$ cat config.mk
export PLATFORM = sky130hd
export DESIGN_NAME = pwm_tcb
export DESIGN_NICKNAME = d
export VERILOG_FILES = /design/src/pwm_tcb_pkg.sv /design/src/pwm_tcb.sv /design/src/pin_sync.sv /design/src/blank_counter.sv
export VERILOG_INCLUDE_DIRS = /design/src
export SDC_FILE = /design/constraint.sdc
export NUM_CORES = 1
export LEC_CHECK = 0
export BUFFER_PORTS_ARGS = -buffer_cell sky130_fd_sc_hd__buf_2
export CORE_ASPECT_RATIO = 0.6
export CORE_UTILIZATION = 53
export DETAILED_ROUTE_END_ITERATION = 10
export GPL_TIMING_DRIVEN = 0
export PLACE_DENSITY_LB_ADDON = 0.2
export SLEW_MARGIN = 0
export SYNTH_ARGS = -nofsm -noshare
export SYNTH_HDL_FRONTEND = slang
export SYNTH_SLANG_ARGS = --single-unit
$ cat constraint.sdc
create_clock -name CLK_SYS -period 2 [get_ports CLK_SYS]
set_input_delay 0.5 -clock CLK_SYS [delete_from_list [all_inputs] [get_ports CLK_SYS]]
set_output_delay 0.5 -clock CLK_SYS [all_outputs]
set_load 0.05 [all_outputs]
$ cat src/pwm_tcb_params.svh
// Constants for the PWM trigger, capture and blanking channel.
// Assumes inclusion by its bare name from the modules.
`ifndef PWM_TCB_PARAMS_SVH
`define PWM_TCB_PARAMS_SVH

// Register offsets (byte addresses)
`define OFS_STRIG 8'h00
`define OFS_CAP 8'h04
`define OFS_LEBCON 8'h08
`define OFS_LEBDLY 8'h0c
`define OFS_CTRL 8'h10
`define OFS_IRQ_STAT 8'h14
`define OFS_IRQ_MASK 8'h18

// Blanking control field positions
`define BIT_HIGH_RISE 15
`define BIT_HIGH_FALL 14
`define BIT_LOW_RISE 13
`define BIT_LOW_FALL 12
`define BIT_FLT_BLANK 11
`define BIT_CL_BLANK 10

// Control register field positions
`define BIT_TRIG_IE 0
`define BIT_DUAL_MODE 1

// Interrupt status bit positions
`define IRQ_TRIG 0
`define IRQ_CAPTURE 1
`define IRQ_WIDTH 2

// Reset values
`define RST_WORD16 16'h0000
`define RST_DELAY12 12'h000

// Clock period, ns, and cycles per compare step
`define SYSCLK_PERIOD_NS 5
`define COMPARE_STEP_NS 5
`define COMPARE_STEP_CYCLES (`COMPARE_STEP_NS / `SYSCLK_PERIOD_NS)

`endif

$ cat src/pwm_tcb_pkg.sv
// Types for the PWM trigger, capture and blanking channel.
// Assumes the params header sits in the same folder.
package pwm_tcb_pkg;

   // Register bus request
   typedef struct packed
   {
      logic [7:0] addr;
      logic [31:0] wdata;
      logic wr;
      logic rd;
   } bus_req_type;

   // PWM output pair
   typedef struct packed
   {
      logic high;
      logic low;
   } pwm_pair_type;

   // Blanking counter states
   typedef enum logic [0:0]
   {
      BLANK_IDLE = 1'b0,
      BLANK_RUN = 1'b1
   } blank_state_type;

endpackage : pwm_tcb_pkg

$ cat src/pwm_tcb.sv
// PWM channel secondary trigger, current-limit capture and blanking.
// Assumes timers and PWM outputs come from logic on CLK_SYS; fault and
// current-limit inputs are asynchronous pins.
`timescale 1ns/1ps
`include "pwm_tcb_params.svh"

// Overview of operation
// (RQ1) A 16-bit secondary compare value triggers the ADC when the secondary timer equals it.
// (RQ2) A match raises the interrupt only with trigger interrupt enable and dual trigger mode both set.
// (RQ3) One step of the compare value is one system clock period.
// (RQ4) Software uses zero, not the period value, to trigger at the period boundary.
// (RQ5) A current-limit leading edge latches the local PWM timer into the capture register.
// (RQ6) Current-limit edges during active blanking cause no capture when current-limit blanking is enabled.
// (RQ7) Enabled high-side rising and falling edges start or restart blanking.
// (RQ8) Enabled low-side rising and falling edges start or restart blanking.
// (RQ9) The fault input is blanked during the interval only when fault blanking is enabled.
// (RQ10) The current-limit input is blanked only when current-limit blanking is enabled.
// (RQ11) Software keeps both dead-time values at six or more while blanking is used.
// (RQ12) Unimplemented register bits read as zero.
// (RQ13) A retriggerable 12-bit counter on the system clock times the blanking interval.
// (RQ14) Dual trigger mode combines secondary with primary triggers for the ADC.
// (RQ15) All implemented register bits reset to zero.
// (RQ16) Blanked inputs read as inactive while the counter runs.
module pwm_tcb
(
   // Clock and reset
   input wire logic CLK_SYS,
   input wire logic RESET_N,
   // Register port
   input wire logic [7:0] ADDR,
   input wire logic [31:0] WDATA,
   input wire logic WR,
   input wire logic RD,
   output logic [31:0] RDATA,
   // Timers, PWM outputs and primary trigger
   input wire logic [15:0] SECONDARY_TIMER,
   input wire logic [15:0] LOCAL_PWM_TIMER,
   input wire logic HIGH_SIDE_OUTPUT,
   input wire logic LOW_SIDE_OUTPUT,
   input wire logic PRIMARY_TRIGGER,
   // Protection inputs
   input wire logic FAULT_IN,
   input wire logic CURRENT_LIMIT_IN,
   // Results
   output logic ADC_TRIGGER,
   output logic SECONDARY_TRIGGER,
   output logic FAULT_OUT,
   output logic CURRENT_LIMIT_OUT,
   output logic BLANK_ACTIVE,
   output logic IRQ
);

   pwm_tcb_pkg::bus_req_type req;
   pwm_tcb_pkg::pwm_pair_type pwm_now;
   pwm_tcb_pkg::pwm_pair_type pwm_last_r;

   logic [15:0] secondary_compare_value_r;
   logic [15:0] captured_timer_value_r;
   logic [5:0] blank_ctrl_r;
   logic [11:0] blanking_delay_value_r;
   logic [1:0] ctrl_r;
   logic [`IRQ_WIDTH-1:0] irq_stat_r;
   logic [`IRQ_WIDTH-1:0] irq_mask_r;
   logic [`IRQ_WIDTH-1:0] irq_event;
   logic [`IRQ_WIDTH-1:0] irq_stat_nxt;
   logic [31:0] rdata_nxt;
   logic [1:0] pins_sync;
   logic cl_last_r;
   logic blank_on;

   // Field aliases
   wire high_rise_blank_trigger = blank_ctrl_r[5];
   wire high_fall_blank_trigger = blank_ctrl_r[4];
   wire low_rise_blank_trigger = blank_ctrl_r[3];
   wire low_fall_blank_trigger = blank_ctrl_r[2];
   wire fault_blanking_enable = blank_ctrl_r[1];
   wire current_limit_blanking_enable = blank_ctrl_r[0];
   wire trigger_interrupt_enable = ctrl_r[`BIT_TRIG_IE];
   wire dual_trigger_mode = ctrl_r[`BIT_DUAL_MODE];

   // Bus request bundle and address decode
   assign req = '{addr: ADDR, wdata: WDATA, wr: WR, rd: RD};
   wire wr_strig = req.wr && req.addr == `OFS_STRIG;
   wire wr_cap = req.wr && req.addr == `OFS_CAP;
   wire wr_lebcon = req.wr && req.addr == `OFS_LEBCON;
   wire wr_lebdly = req.wr && req.addr == `OFS_LEBDLY;
   wire wr_ctrl = req.wr && req.addr == `OFS_CTRL;
   wire wr_stat = req.wr && req.addr == `OFS_IRQ_STAT;
   wire wr_mask = req.wr && req.addr == `OFS_IRQ_MASK;

   // Synchronise the asynchronous protection pins
   pin_sync #(.WIDTH(2)) u_sync
   (
      .clk(CLK_SYS),
      .reset_n(RESET_N),
      .din({FAULT_IN, CURRENT_LIMIT_IN}),
      .dout(pins_sync)
   );
   wire fault_s = pins_sync[1];
   wire cl_s = pins_sync[0];

   // PWM edge detection and blanking retrigger selection
   assign pwm_now = '{high: HIGH_SIDE_OUTPUT, low: LOW_SIDE_OUTPUT};
   wire hr = high_rise_blank_trigger && pwm_now.high && !pwm_last_r.high; // see (RQ7)
   wire hf = high_fall_blank_trigger && !pwm_now.high && pwm_last_r.high; // see (RQ7)
   wire lr = low_rise_blank_trigger && pwm_now.low && !pwm_last_r.low; // see (RQ8)
   wire lf = low_fall_blank_trigger && !pwm_now.low && pwm_last_r.low; // see (RQ8)
   wire retrigger = hr || hf || lr || lf;

   // Blanking interval timer on the system clock
   blank_counter u_blank
   (
      .clk(CLK_SYS),
      .reset_n(RESET_N),
      .retrigger(retrigger), // see (RQ13)
      .delay(blanking_delay_value_r),
      .active(blank_on)
   );

   // Blanked views of the protection inputs
   wire fault_q = fault_s && !(fault_blanking_enable && blank_on); // see (RQ9) (RQ16)
   wire cl_q = cl_s && !(current_limit_blanking_enable && blank_on); // see (RQ10) (RQ16)
   wire cl_edge = cl_q && !cl_last_r; // see (RQ5) (RQ6)

   // Secondary compare, one step per clock since the timer counts SYSCLK
   wire strig_match = SECONDARY_TIMER == secondary_compare_value_r; // see (RQ1) (RQ3)
   wire adc_nxt = PRIMARY_TRIGGER || (dual_trigger_mode && strig_match); // see (RQ14)
   wire trig_irq_event = strig_match && trigger_interrupt_enable && dual_trigger_mode; // see (RQ2)

   // Interrupt status: hardware set wins over write-one clear
   assign irq_event = {cl_edge, trig_irq_event};
   assign irq_stat_nxt = (irq_stat_r & ~(wr_stat ? WDATA[`IRQ_WIDTH-1:0] : '0)) | irq_event;

   // Read multiplexer, upper bits zero
   assign rdata_nxt = !req.rd ? 32'h0000_0000 :
      req.addr == `OFS_STRIG ? {16'h0000, secondary_compare_value_r} :
      req.addr == `OFS_CAP ? {16'h0000, captured_timer_value_r} :
      req.addr == `OFS_LEBCON ? {16'h0000, blank_ctrl_r, 10'h000} : // see (RQ12)
      req.addr == `OFS_LEBDLY ? {20'h00000, blanking_delay_value_r} :
      req.addr == `OFS_CTRL ? {30'h0000_0000, ctrl_r} :
      req.addr == `OFS_IRQ_STAT ? {30'h0000_0000, irq_stat_r} :
      req.addr == `OFS_IRQ_MASK ? {30'h0000_0000, irq_mask_r} :
      32'h0000_0000;

   // Software-written registers
   always_ff @(posedge CLK_SYS or negedge RESET_N)
   begin
      if (!RESET_N)
      begin
         secondary_compare_value_r <= `RST_WORD16; // see (RQ15)
         blank_ctrl_r <= 6'h00;
         blanking_delay_value_r <= `RST_DELAY12;
         ctrl_r <= 2'h0;
         irq_mask_r <= '0;
      end
      else
      begin
         if (wr_strig)
            secondary_compare_value_r <= WDATA[15:0];
         if (wr_lebcon)
            blank_ctrl_r <= WDATA[`BIT_HIGH_RISE:`BIT_CL_BLANK];
         if (wr_lebdly)
            blanking_delay_value_r <= WDATA[11:0];
         if (wr_ctrl)
            ctrl_r <= WDATA[1:0];
         if (wr_mask)
            irq_mask_r <= WDATA[`IRQ_WIDTH-1:0];
      end
   end

   // Capture register: edge capture wins, low byte writable
   always_ff @(posedge CLK_SYS or negedge RESET_N)
   begin
      if (!RESET_N)
         captured_timer_value_r <= `RST_WORD16;
      else if (cl_edge)
         captured_timer_value_r <= LOCAL_PWM_TIMER; // see (RQ5)
      else if (wr_cap)
         captured_timer_value_r[7:0] <= WDATA[7:0];
   end

   // Edge history, status and registered outputs
   always_ff @(posedge CLK_SYS or negedge RESET_N)
   begin
      if (!RESET_N)
      begin
         pwm_last_r <= '0;
         cl_last_r <= 1'b0;
         irq_stat_r <= '0;
         RDATA <= 32'h0000_0000;
         ADC_TRIGGER <= 1'b0;
         SECONDARY_TRIGGER <= 1'b0;
         FAULT_OUT <= 1'b0;
         CURRENT_LIMIT_OUT <= 1'b0;
         BLANK_ACTIVE <= 1'b0;
         IRQ <= 1'b0;
      end
      else
      begin
         pwm_last_r <= pwm_now;
         cl_last_r <= cl_q;
         irq_stat_r <= irq_stat_nxt;
         RDATA <= rdata_nxt;
         ADC_TRIGGER <= adc_nxt;
         SECONDARY_TRIGGER <= strig_match; // see (RQ1)
         FAULT_OUT <= fault_q;
         CURRENT_LIMIT_OUT <= cl_q;
         BLANK_ACTIVE <= blank_on;
         IRQ <= |(irq_stat_nxt & irq_mask_r);
      end
   end

endmodule : pwm_tcb

$ cat src/pin_sync.sv
// Two-flop synchroniser for a group of asynchronous inputs.
// Assumes inputs are levels that change slowly relative to CLK_SYS.
`timescale 1ns/1ps
module pin_sync #(parameter int WIDTH = 2)
(
   // Clock and reset
   input wire logic clk,
   input wire logic reset_n,
   // Pins
   input wire logic [WIDTH-1:0] din,
   output logic [WIDTH-1:0] dout
);

   logic [WIDTH-1:0] meta_r;

   // First stage feeds only the second stage
   always_ff @(posedge clk or negedge reset_n)
   begin
      if (!reset_n)
      begin
         meta_r <= '0;
         dout <= '0;
      end
      else
      begin
         meta_r <= din;
         dout <= meta_r;
      end
   end

endmodule : pin_sync

$ cat src/blank_counter.sv
// Retriggerable leading-edge blanking counter.
// Assumes retrigger is a one-cycle pulse on the system clock.
`timescale 1ns/1ps
`include "pwm_tcb_params.svh"
module blank_counter
(
   // Clock and reset
   input wire logic clk,
   input wire logic reset_n,
   // Control
   input wire logic retrigger,
   input wire logic [11:0] delay,
   // Status
   output logic active
);

   pwm_tcb_pkg::blank_state_type state_r;
   pwm_tcb_pkg::blank_state_type state_nxt;
   logic [11:0] count_r;
   logic [11:0] count_nxt;

   // Reload on retrigger, count down to zero otherwise
   always_comb
   begin
      state_nxt = state_r;
      count_nxt = count_r;
      case (state_r)
         pwm_tcb_pkg::BLANK_IDLE:
         begin
            if (retrigger && delay != `RST_DELAY12)
            begin
               state_nxt = pwm_tcb_pkg::BLANK_RUN;
               count_nxt = delay;
            end
         end
         pwm_tcb_pkg::BLANK_RUN:
         begin
            if (retrigger)
               count_nxt = delay; // see (RQ13)
            else if (count_r == 12'h001)
            begin
               state_nxt = pwm_tcb_pkg::BLANK_IDLE;
               count_nxt = `RST_DELAY12;
            end
            else
               count_nxt = count_r - 12'h001;
            if (retrigger && delay == `RST_DELAY12)
               state_nxt = pwm_tcb_pkg::BLANK_IDLE;
         end
         default:
         begin
            state_nxt = pwm_tcb_pkg::BLANK_IDLE;
            count_nxt = `RST_DELAY12;
         end
      endcase
   end

   // State registers
   always_ff @(posedge clk or negedge reset_n)
   begin
      if (!reset_n)
      begin
         state_r <= pwm_tcb_pkg::BLANK_IDLE;
         count_r <= `RST_DELAY12;
      end
      else
      begin
         state_r <= state_nxt;
         count_r <= count_nxt;
      end
   end

   assign active = (state_r == pwm_tcb_pkg::BLANK_RUN);

endmodule : blank_counter

Word-level counts from Yosys, hierarchy flattened
Cells that the tools add are included.
- word-level logic and storage cells: 97
- register bits after elaboration: 97
- reduce and logical (&&, ||, !) cells: 41
- bitwise logic cells: 5
- add/subtract/negate cells: 1
- mux-type cells: 20
- equal/unequal tests: 9
- operators by type and width (cell ; number):
    16-bit 2-to-1 mux ; 4
    12-bit 2-to-1 mux ; 4
    1-bit logical AND ; 25
    8-bit by 5-bit == test with 1-bit output (second input constant) ; 3
    12-bit one-hot mux with 2 select lines ; 1
    16-bit == test ; 1
    8-bit by 4-bit == test with 1-bit output (second input constant) ; 2
    8-bit 2-to-1 mux ; 2
    12-bit by 1-bit == test with 1-bit output (second input constant) ; 1
    12-bit zero test ; 1
    12-bit nonzero test ; 1
    12-bit by 1-bit subtractor with 12-bit output (second input constant) ; 1
    8-bit by 3-bit == test with 1-bit output (second input constant) ; 1
    8-bit zero test ; 1
    2-bit 2-to-1 mux ; 4
    1-bit zero test ; 7
    2-bit AND ; 2
    1-bit logical OR ; 4
    1-bit 2-to-1 mux ; 4
    2-bit by 1-bit inequality test with 1-bit output (second input constant) ; 1
    2-bit NOT ; 1
    2-bit bitwise OR ; 1
    1-bit one-hot mux with 2 select lines ; 1
    2-bit nonzero test ; 1
    other kinds (2) ; 2

Logic depth before layout (Yosys ltp)
- depth after elaboration: 9
- gate-level depth with buffers: 8
- mapped depth without buffers: 7

Modules after synthesis
Synthesis repeated with hierarchy kept, for this count alone.
- cells, all modules: 429
- area total of the unflattened synthesis: 4887.2 µm²
- by module, submodules not included (module ; area each (µm²) ; times used ; cells each):
    pwm_tcb ; 3860.0 ; 1 ; 324
    blank_counter ; 927.1 ; 1 ; 101
    pin_sync ; 100.1 ; 1 ; 4

Worst setup path before layout
Ideal clock, no wire load.
- kind: in2reg
- start: in ADDR[2]
- end: reg RDATA[1]
- setup slack: 0.199 ns
- arrival: 1.667 ns
- data required time: 1.866 ns
- buffers on the path: 3
- setup time: 0.134 ns
- cell stages on the path: 7
- path through: buf_2 -> and3_1 -> and2_1 -> buf_2 -> buf_2 -> a222oi_1 -> a21boi_1
- cells in the longest elaborated chain, start to end: 9
- ends and longest elaborated chain (what ; line ; RTL):
    start: declaration ; pwm_tcb.sv:30 ; input wire logic [7:0] ADDR,
    8-bit by 5-bit == test with 1-bit output (no source line) ; -- ;
    2-bit 2-to-1 mux ; pwm_tcb.sv:142 ; req.addr == `OFS_IRQ_MASK ? {30'h0000_0000, irq_mask_r} :
    2-bit 2-to-1 mux ; pwm_tcb.sv:141 ; req.addr == `OFS_IRQ_STAT ? {30'h0000_0000, irq_stat_r} :
    2-bit 2-to-1 mux ; pwm_tcb.sv:140 ; req.addr == `OFS_CTRL ? {30'h0000_0000, ctrl_r} :
    12-bit 2-to-1 mux ; pwm_tcb.sv:139 ; req.addr == `OFS_LEBDLY ? {20'h00000, blanking_delay_value_r} :
    16-bit 2-to-1 mux ; pwm_tcb.sv:138 ; req.addr == `OFS_LEBCON ? {16'h0000, blank_ctrl_r, 10'h000} :
    16-bit 2-to-1 mux ; pwm_tcb.sv:137 ; req.addr == `OFS_CAP ? {16'h0000, captured_timer_value_r} :
    16-bit 2-to-1 mux * ; pwm_tcb.sv:136 ; req.addr == `OFS_STRIG ? {16'h0000, secondary_compare_value_r} :
    16-bit 2-to-1 mux * ; pwm_tcb.sv:135 ; assign rdata_nxt = !req.rd ? 32'h0000_0000 :
    named net rdata_nxt[1] ; pwm_tcb.sv:66 ; logic [31:0] rdata_nxt;
    end signal: assignment ; pwm_tcb.sv:203 ; RDATA <= rdata_nxt;
    end: declaration ; pwm_tcb.sv:34 ; output logic [31:0] RDATA,
Mark *: on every way through the listed nets, which the timed path passes. The rest lies on a longest branch.
A chain may end at the register's enable or synchronous reset.

Worst setup path after layout
- start: reg secondary_compare_value_r[3]
- end: reg IRQ
- cells in the longest elaborated chain, start to end: 6
- ends and longest elaborated chain (what ; line ; RTL):
    start: declaration ; pwm_tcb.sv:57 ; logic [15:0] secondary_compare_value_r;
    start signal: assignment ; pwm_tcb.sv:150 ; secondary_compare_value_r <= `RST_WORD16;
    start signal: assignment ; pwm_tcb.sv:159 ; secondary_compare_value_r <= WDATA[15:0];
    16-bit == test ; pwm_tcb.sv:126 ; wire strig_match = SECONDARY_TIMER == secondary_compare_value_r;
    named net strig_match ; pwm_tcb.sv:126 ;
    1-bit logical AND (2 in a row) ; pwm_tcb.sv:128 ; wire trig_irq_event = strig_match && trigger_interrupt_enable && dual_trigger_mode;
    2-bit bitwise OR ; pwm_tcb.sv:132 ; assign irq_stat_nxt = (irq_stat_r & ~(wr_stat ? WDATA[`IRQ_WIDTH-1:0] : '0)) | irq_event;
    named net irq_stat_nxt[0] ; pwm_tcb.sv:65 ; logic [`IRQ_WIDTH-1:0] irq_stat_nxt;
    2-bit AND ; pwm_tcb.sv:209 ; IRQ <= |(irq_stat_nxt & irq_mask_r);
    2-bit OR reduction ; pwm_tcb.sv:209 ;
    end signal: assignment ; pwm_tcb.sv:209 ;
    end: declaration ; pwm_tcb.sv:50 ; output logic IRQ
The timed path passes the listed nets, and every way through them passes these cells.

==> metrics.csv <==
stage,metric,value,unit
die,Die Span Y,74.1,um
clock_tree,CTS tree,yes,
detailed_routing,Avg WL per Cell,19.3,um
yosys,Synth Flop Type,dfrtp_1,
worst_setup_path,CP Class,register to register,
sta,Fin Setup TNS,0,ns
layout,P&R area growth vs syn,22.3,%
die,die span in x,122,um
detailed_routing,Via-to-Cell Ratio,5.78,
die,Die Outline Area,9060,um2
yosys,Synth Warn #,0,
worst_setup_path,Crit Reg-Reg Endpoint,IRQ$_DFF_PN0_,
die,standard-cell rows,25,
yosys,Synth Area per Inst,11.6,um2
yosys,Unique masters post-synth,55,
worst_setup_path,"critical path fanouts, max",3,
yosys,cell with the most instances after synthesis,dfrtp_1,
clock_tree,CTS Buffer Depth,2,
clock_tree,Clk Tree Root Cell,clkbuf_16,
placement,gpl congestion,0.947,
sta,Fin. Hold Viols,0,
outcome,status,"finished, final reports clean",
die,I/O pins,119,
global_routing,vias in the first global route,3480,
die,core area,8130,um2
sta,Final period util,0.963,
detailed_routing,DR vias,3591,
worst_setup_path,Reg2Reg Depth,6,
detailed_routing,post-detailed-route count of antenna-violating nets,0,
sta,Setup Skew,0.00596,ns
sta,RSZ-0062 raised after global routing,true,
yosys,largest cells by area after synthesis,"dfrtp_1 53%, mux2_2 7.1%, mux2_4 3.3%, nand2_1 3.1%, xnor2_1 3.1%",
detailed_routing,Residual DRC,0,
clock_tree,H-tree depth,3,
clock_tree,cts bufs inserted,9,
detailed_routing,initial DRC count,337,
yosys,largest area contributor in the netlist,dfrtp_1,
yosys,area of the mapped netlist,4590,um2
worst_setup_path,required time worst endpoint,2.28,ns
worst_setup_path,CP max stage cell,nor4_1,
yosys,number of flops mapped to enable cells by yosys,0,
clock_tree,clk sinks,97,
placement,Area after DPL,5240,um2
worst_setup_path,r2r setup slk,0.07,ns
clock_tree,clock-pin slew on the worst setup and hold paths,0.06,ns
yosys,synthesized flop and latch total,97,
power_and_ir_drop,Power per Cell Area,1010,nW/um2
layout,Final nets,591,
sta,fmax,0.519,GHz
run,number of max-cap violations,0,
sta,fin. max-slew vios,0,
power_and_ir_drop,Final Power,5.65,mW
global_routing,GRT Util Overall,0.287,
sta,max_slew headroom,0.454,
worst_setup_path,Buffers & Inverters on Critical Path,0,
detailed_routing,drt pass-1 iters,6,
power_and_ir_drop,peak supply drop,0.562,mV
worst_hold_path,Min-Delay Path Class,input port to asynchronous set/reset pin,
layout,share of layout cells above drive strength 1,0.349,
global_routing,global-route wire length before repair,18800,um
yosys,post-synth top area share,0.528,
sta,Min Hold Slack,0.0615,ns
yosys,Post-Syn Instances,397,
worst_setup_path,worst-path cell chain,xnor2_1 > nand4_1 > nor4_1 > and2_1 > a22o_1 > a22o_1,
die,Starting Density,0.565,
worst_setup_path,Critical Path End Type,register,
global_routing,initial antenna violation count,0,
worst_setup_path,reg-to-reg critical path startpoint,secondary_compare_value_r[3]$_DFFE_PN0P_,
layout,final instance area,5620,um2
global_routing,GRT overflow,0,
sta,slew of the pin with the lowest slew margin,0.813,ns
worst_setup_path,CP Launch Type,register,
sta,final setup fails,0,
worst_setup_path,family with the most delay on the worst path,simple AND/OR/NAND/NOR gates,
power_and_ir_drop,Leakage,2.81,nW
placement,DP Wirelength,8630,um
sta,Setup WS post-layout,0.0740,ns
detailed_routing,Post-Route WL,12000,um
placement,I/O Buffers,85,
layout,Inserted Diodes,0,
worst_setup_path,critical path arrival,2.21,ns
clock_tree,"Clk Latency, worst-skew pair",0.35,ns
global_routing,largest net degree at the start of global routing,74,
clock_tree,post-CTS setup buffers,0,
yosys,post-synthesis sequential area ratio,0.528,
placement,pre-CTS WS,-0.150,ns
worst_setup_path,cell mode on critical path,a22o_1,
yosys,"FFs w/ async S/R, synth",1.00,
worst_setup_path,Max stage delay on crit path,0.49,ns
sta,crit path time final,1.93,ns
yosys,top post-synthesis cells by count,"97 x dfrtp_1, 38 x nand2_1, 29 x mux2_2, 21 x o21ai_0, 18 x buf_4",
-- layout make-up --
type                    count  area [um2]
plain buffers              31         208
clock buffers              11         243
clock inverters             5         103
fillers                   620        2510
inverters                   6        22.5
multi-input cells         277        2020
flip-flops and latches     97        2430
well taps                 108         135
repair buffers             86         455
-- registers in the layout, summed over array words and instances, names as in the netlist --
register / flops
blanking_delay_value_r: 12
IRQ: 1
FAULT_OUT: 1
pwm_last_r: 2
RDATA: 16
u_blank.active: 1
u_sync.dout: 2
ctrl_r: 2
ADC_TRIGGER: 1
blank_ctrl_r: 6
irq_mask_r: 2
SECONDARY_TRIGGER: 1
secondary_compare_value_r: 16
u_blank.count_r: 12
captured_timer_value_r: 16
irq_stat_r: 2
BLANK_ACTIVE: 1
cl_last_r: 1
u_sync.meta_r: 2
-- worst reg2reg max path, cell delays in order (launching register included) --
cell and delay (ns):
dfrtp_1 0.40, xnor2_1 0.26, nand4_1 0.15, nor4_1 0.49, and2_1 0.24, a22o_1 0.18, a22o_1 0.14
-- cell families after synthesis --
family / share of synthesized area
xor+xnor: 0.0305
simple gates: 0.130
buf+inv: 0.0496
flops: 0.528
fa+ha+maj: 0.00545
mux: 0.138
other cells: 0.000816
compound gates: 0.118
-- power by group --
group | leakage, nW | internal [mW] | switching (mW)
registers | 1.28 | 2.17 | 0.251
clock network | 0.166 | 1.25 | 0.728
logic | 1.37 | 0.478 | 0.772
-- layout by cell type (no fill, tap or decap), drive strengths merged, types with 3 or more instances in the layout --
cell type	count
a21oi	10
dfrtp	97
and3	4
mux2	44
nand2	40
o21ai	21
xnor2	16
nand3	9
nor2b	14
clkbuf	15
a22oi	3
and2	3
a222oi	11
buf	113
bufinv	3
a221o	5
a21o	3
nor3	6
a21boi	7
nand4	7
o31ai	3
a221oi	3
mux2i	10
nor4	8
nor2	15
inv	6
conb	16
-- worst max path at each step --
stage	start	cells past startpoint	slack (ns)	end
after floorplan	ADDR[2]	7	0.20	RDATA[1]$_DFF_PN0_
after global placement	RESET_N	1	-0.51	u_sync.meta_r[1]$_DFF_PN0_
after detailed placement	ADDR[1]	8	-0.15	captured_timer_value_r[5]$_DFFE_PN0P_
after CTS	u_blank.count_r[5]$_DFFE_PN0P_	6	0.002	u_blank.count_r[2]$_DFFE_PN0P_
after global routing	u_blank.count_r[5]$_DFFE_PN0P_	6	-0.07	u_blank.count_r[2]$_DFFE_PN0P_
final	secondary_compare_value_r[3]$_DFFE_PN0P_	6	0.07	IRQ$_DFF_PN0_
-- metal layers --
metal | share of wire | vias up | global-route usage
met5 | 0 | - | 0
met4 | 0.015 | 0 | 0.0799
met3 | 0.10 | 19 | 0.0928
met2 | 0.42 | 205 | 0.414
met1 | 0.46 | 1738 | 0.418
li1 | - | 1629 | -
-- per-stage QoR --
stage | std cells | utilization
after floorplan | 412 | -
after global placement | 605 | 0.641
after detailed placement | 606 | 0.644
after CTS | 622 | 0.687
after global routing | 621 | 0.691
final | 621 | 0.691
-- timing repair --
action / CTS / global route
gates resized for setup: 1 / 8
setup endpoints to repair: 8 / 21
hold buffers: 0 / 0
gates cloned: 0 / 0
Note: power is estimated with default switching activity, not from simulation.
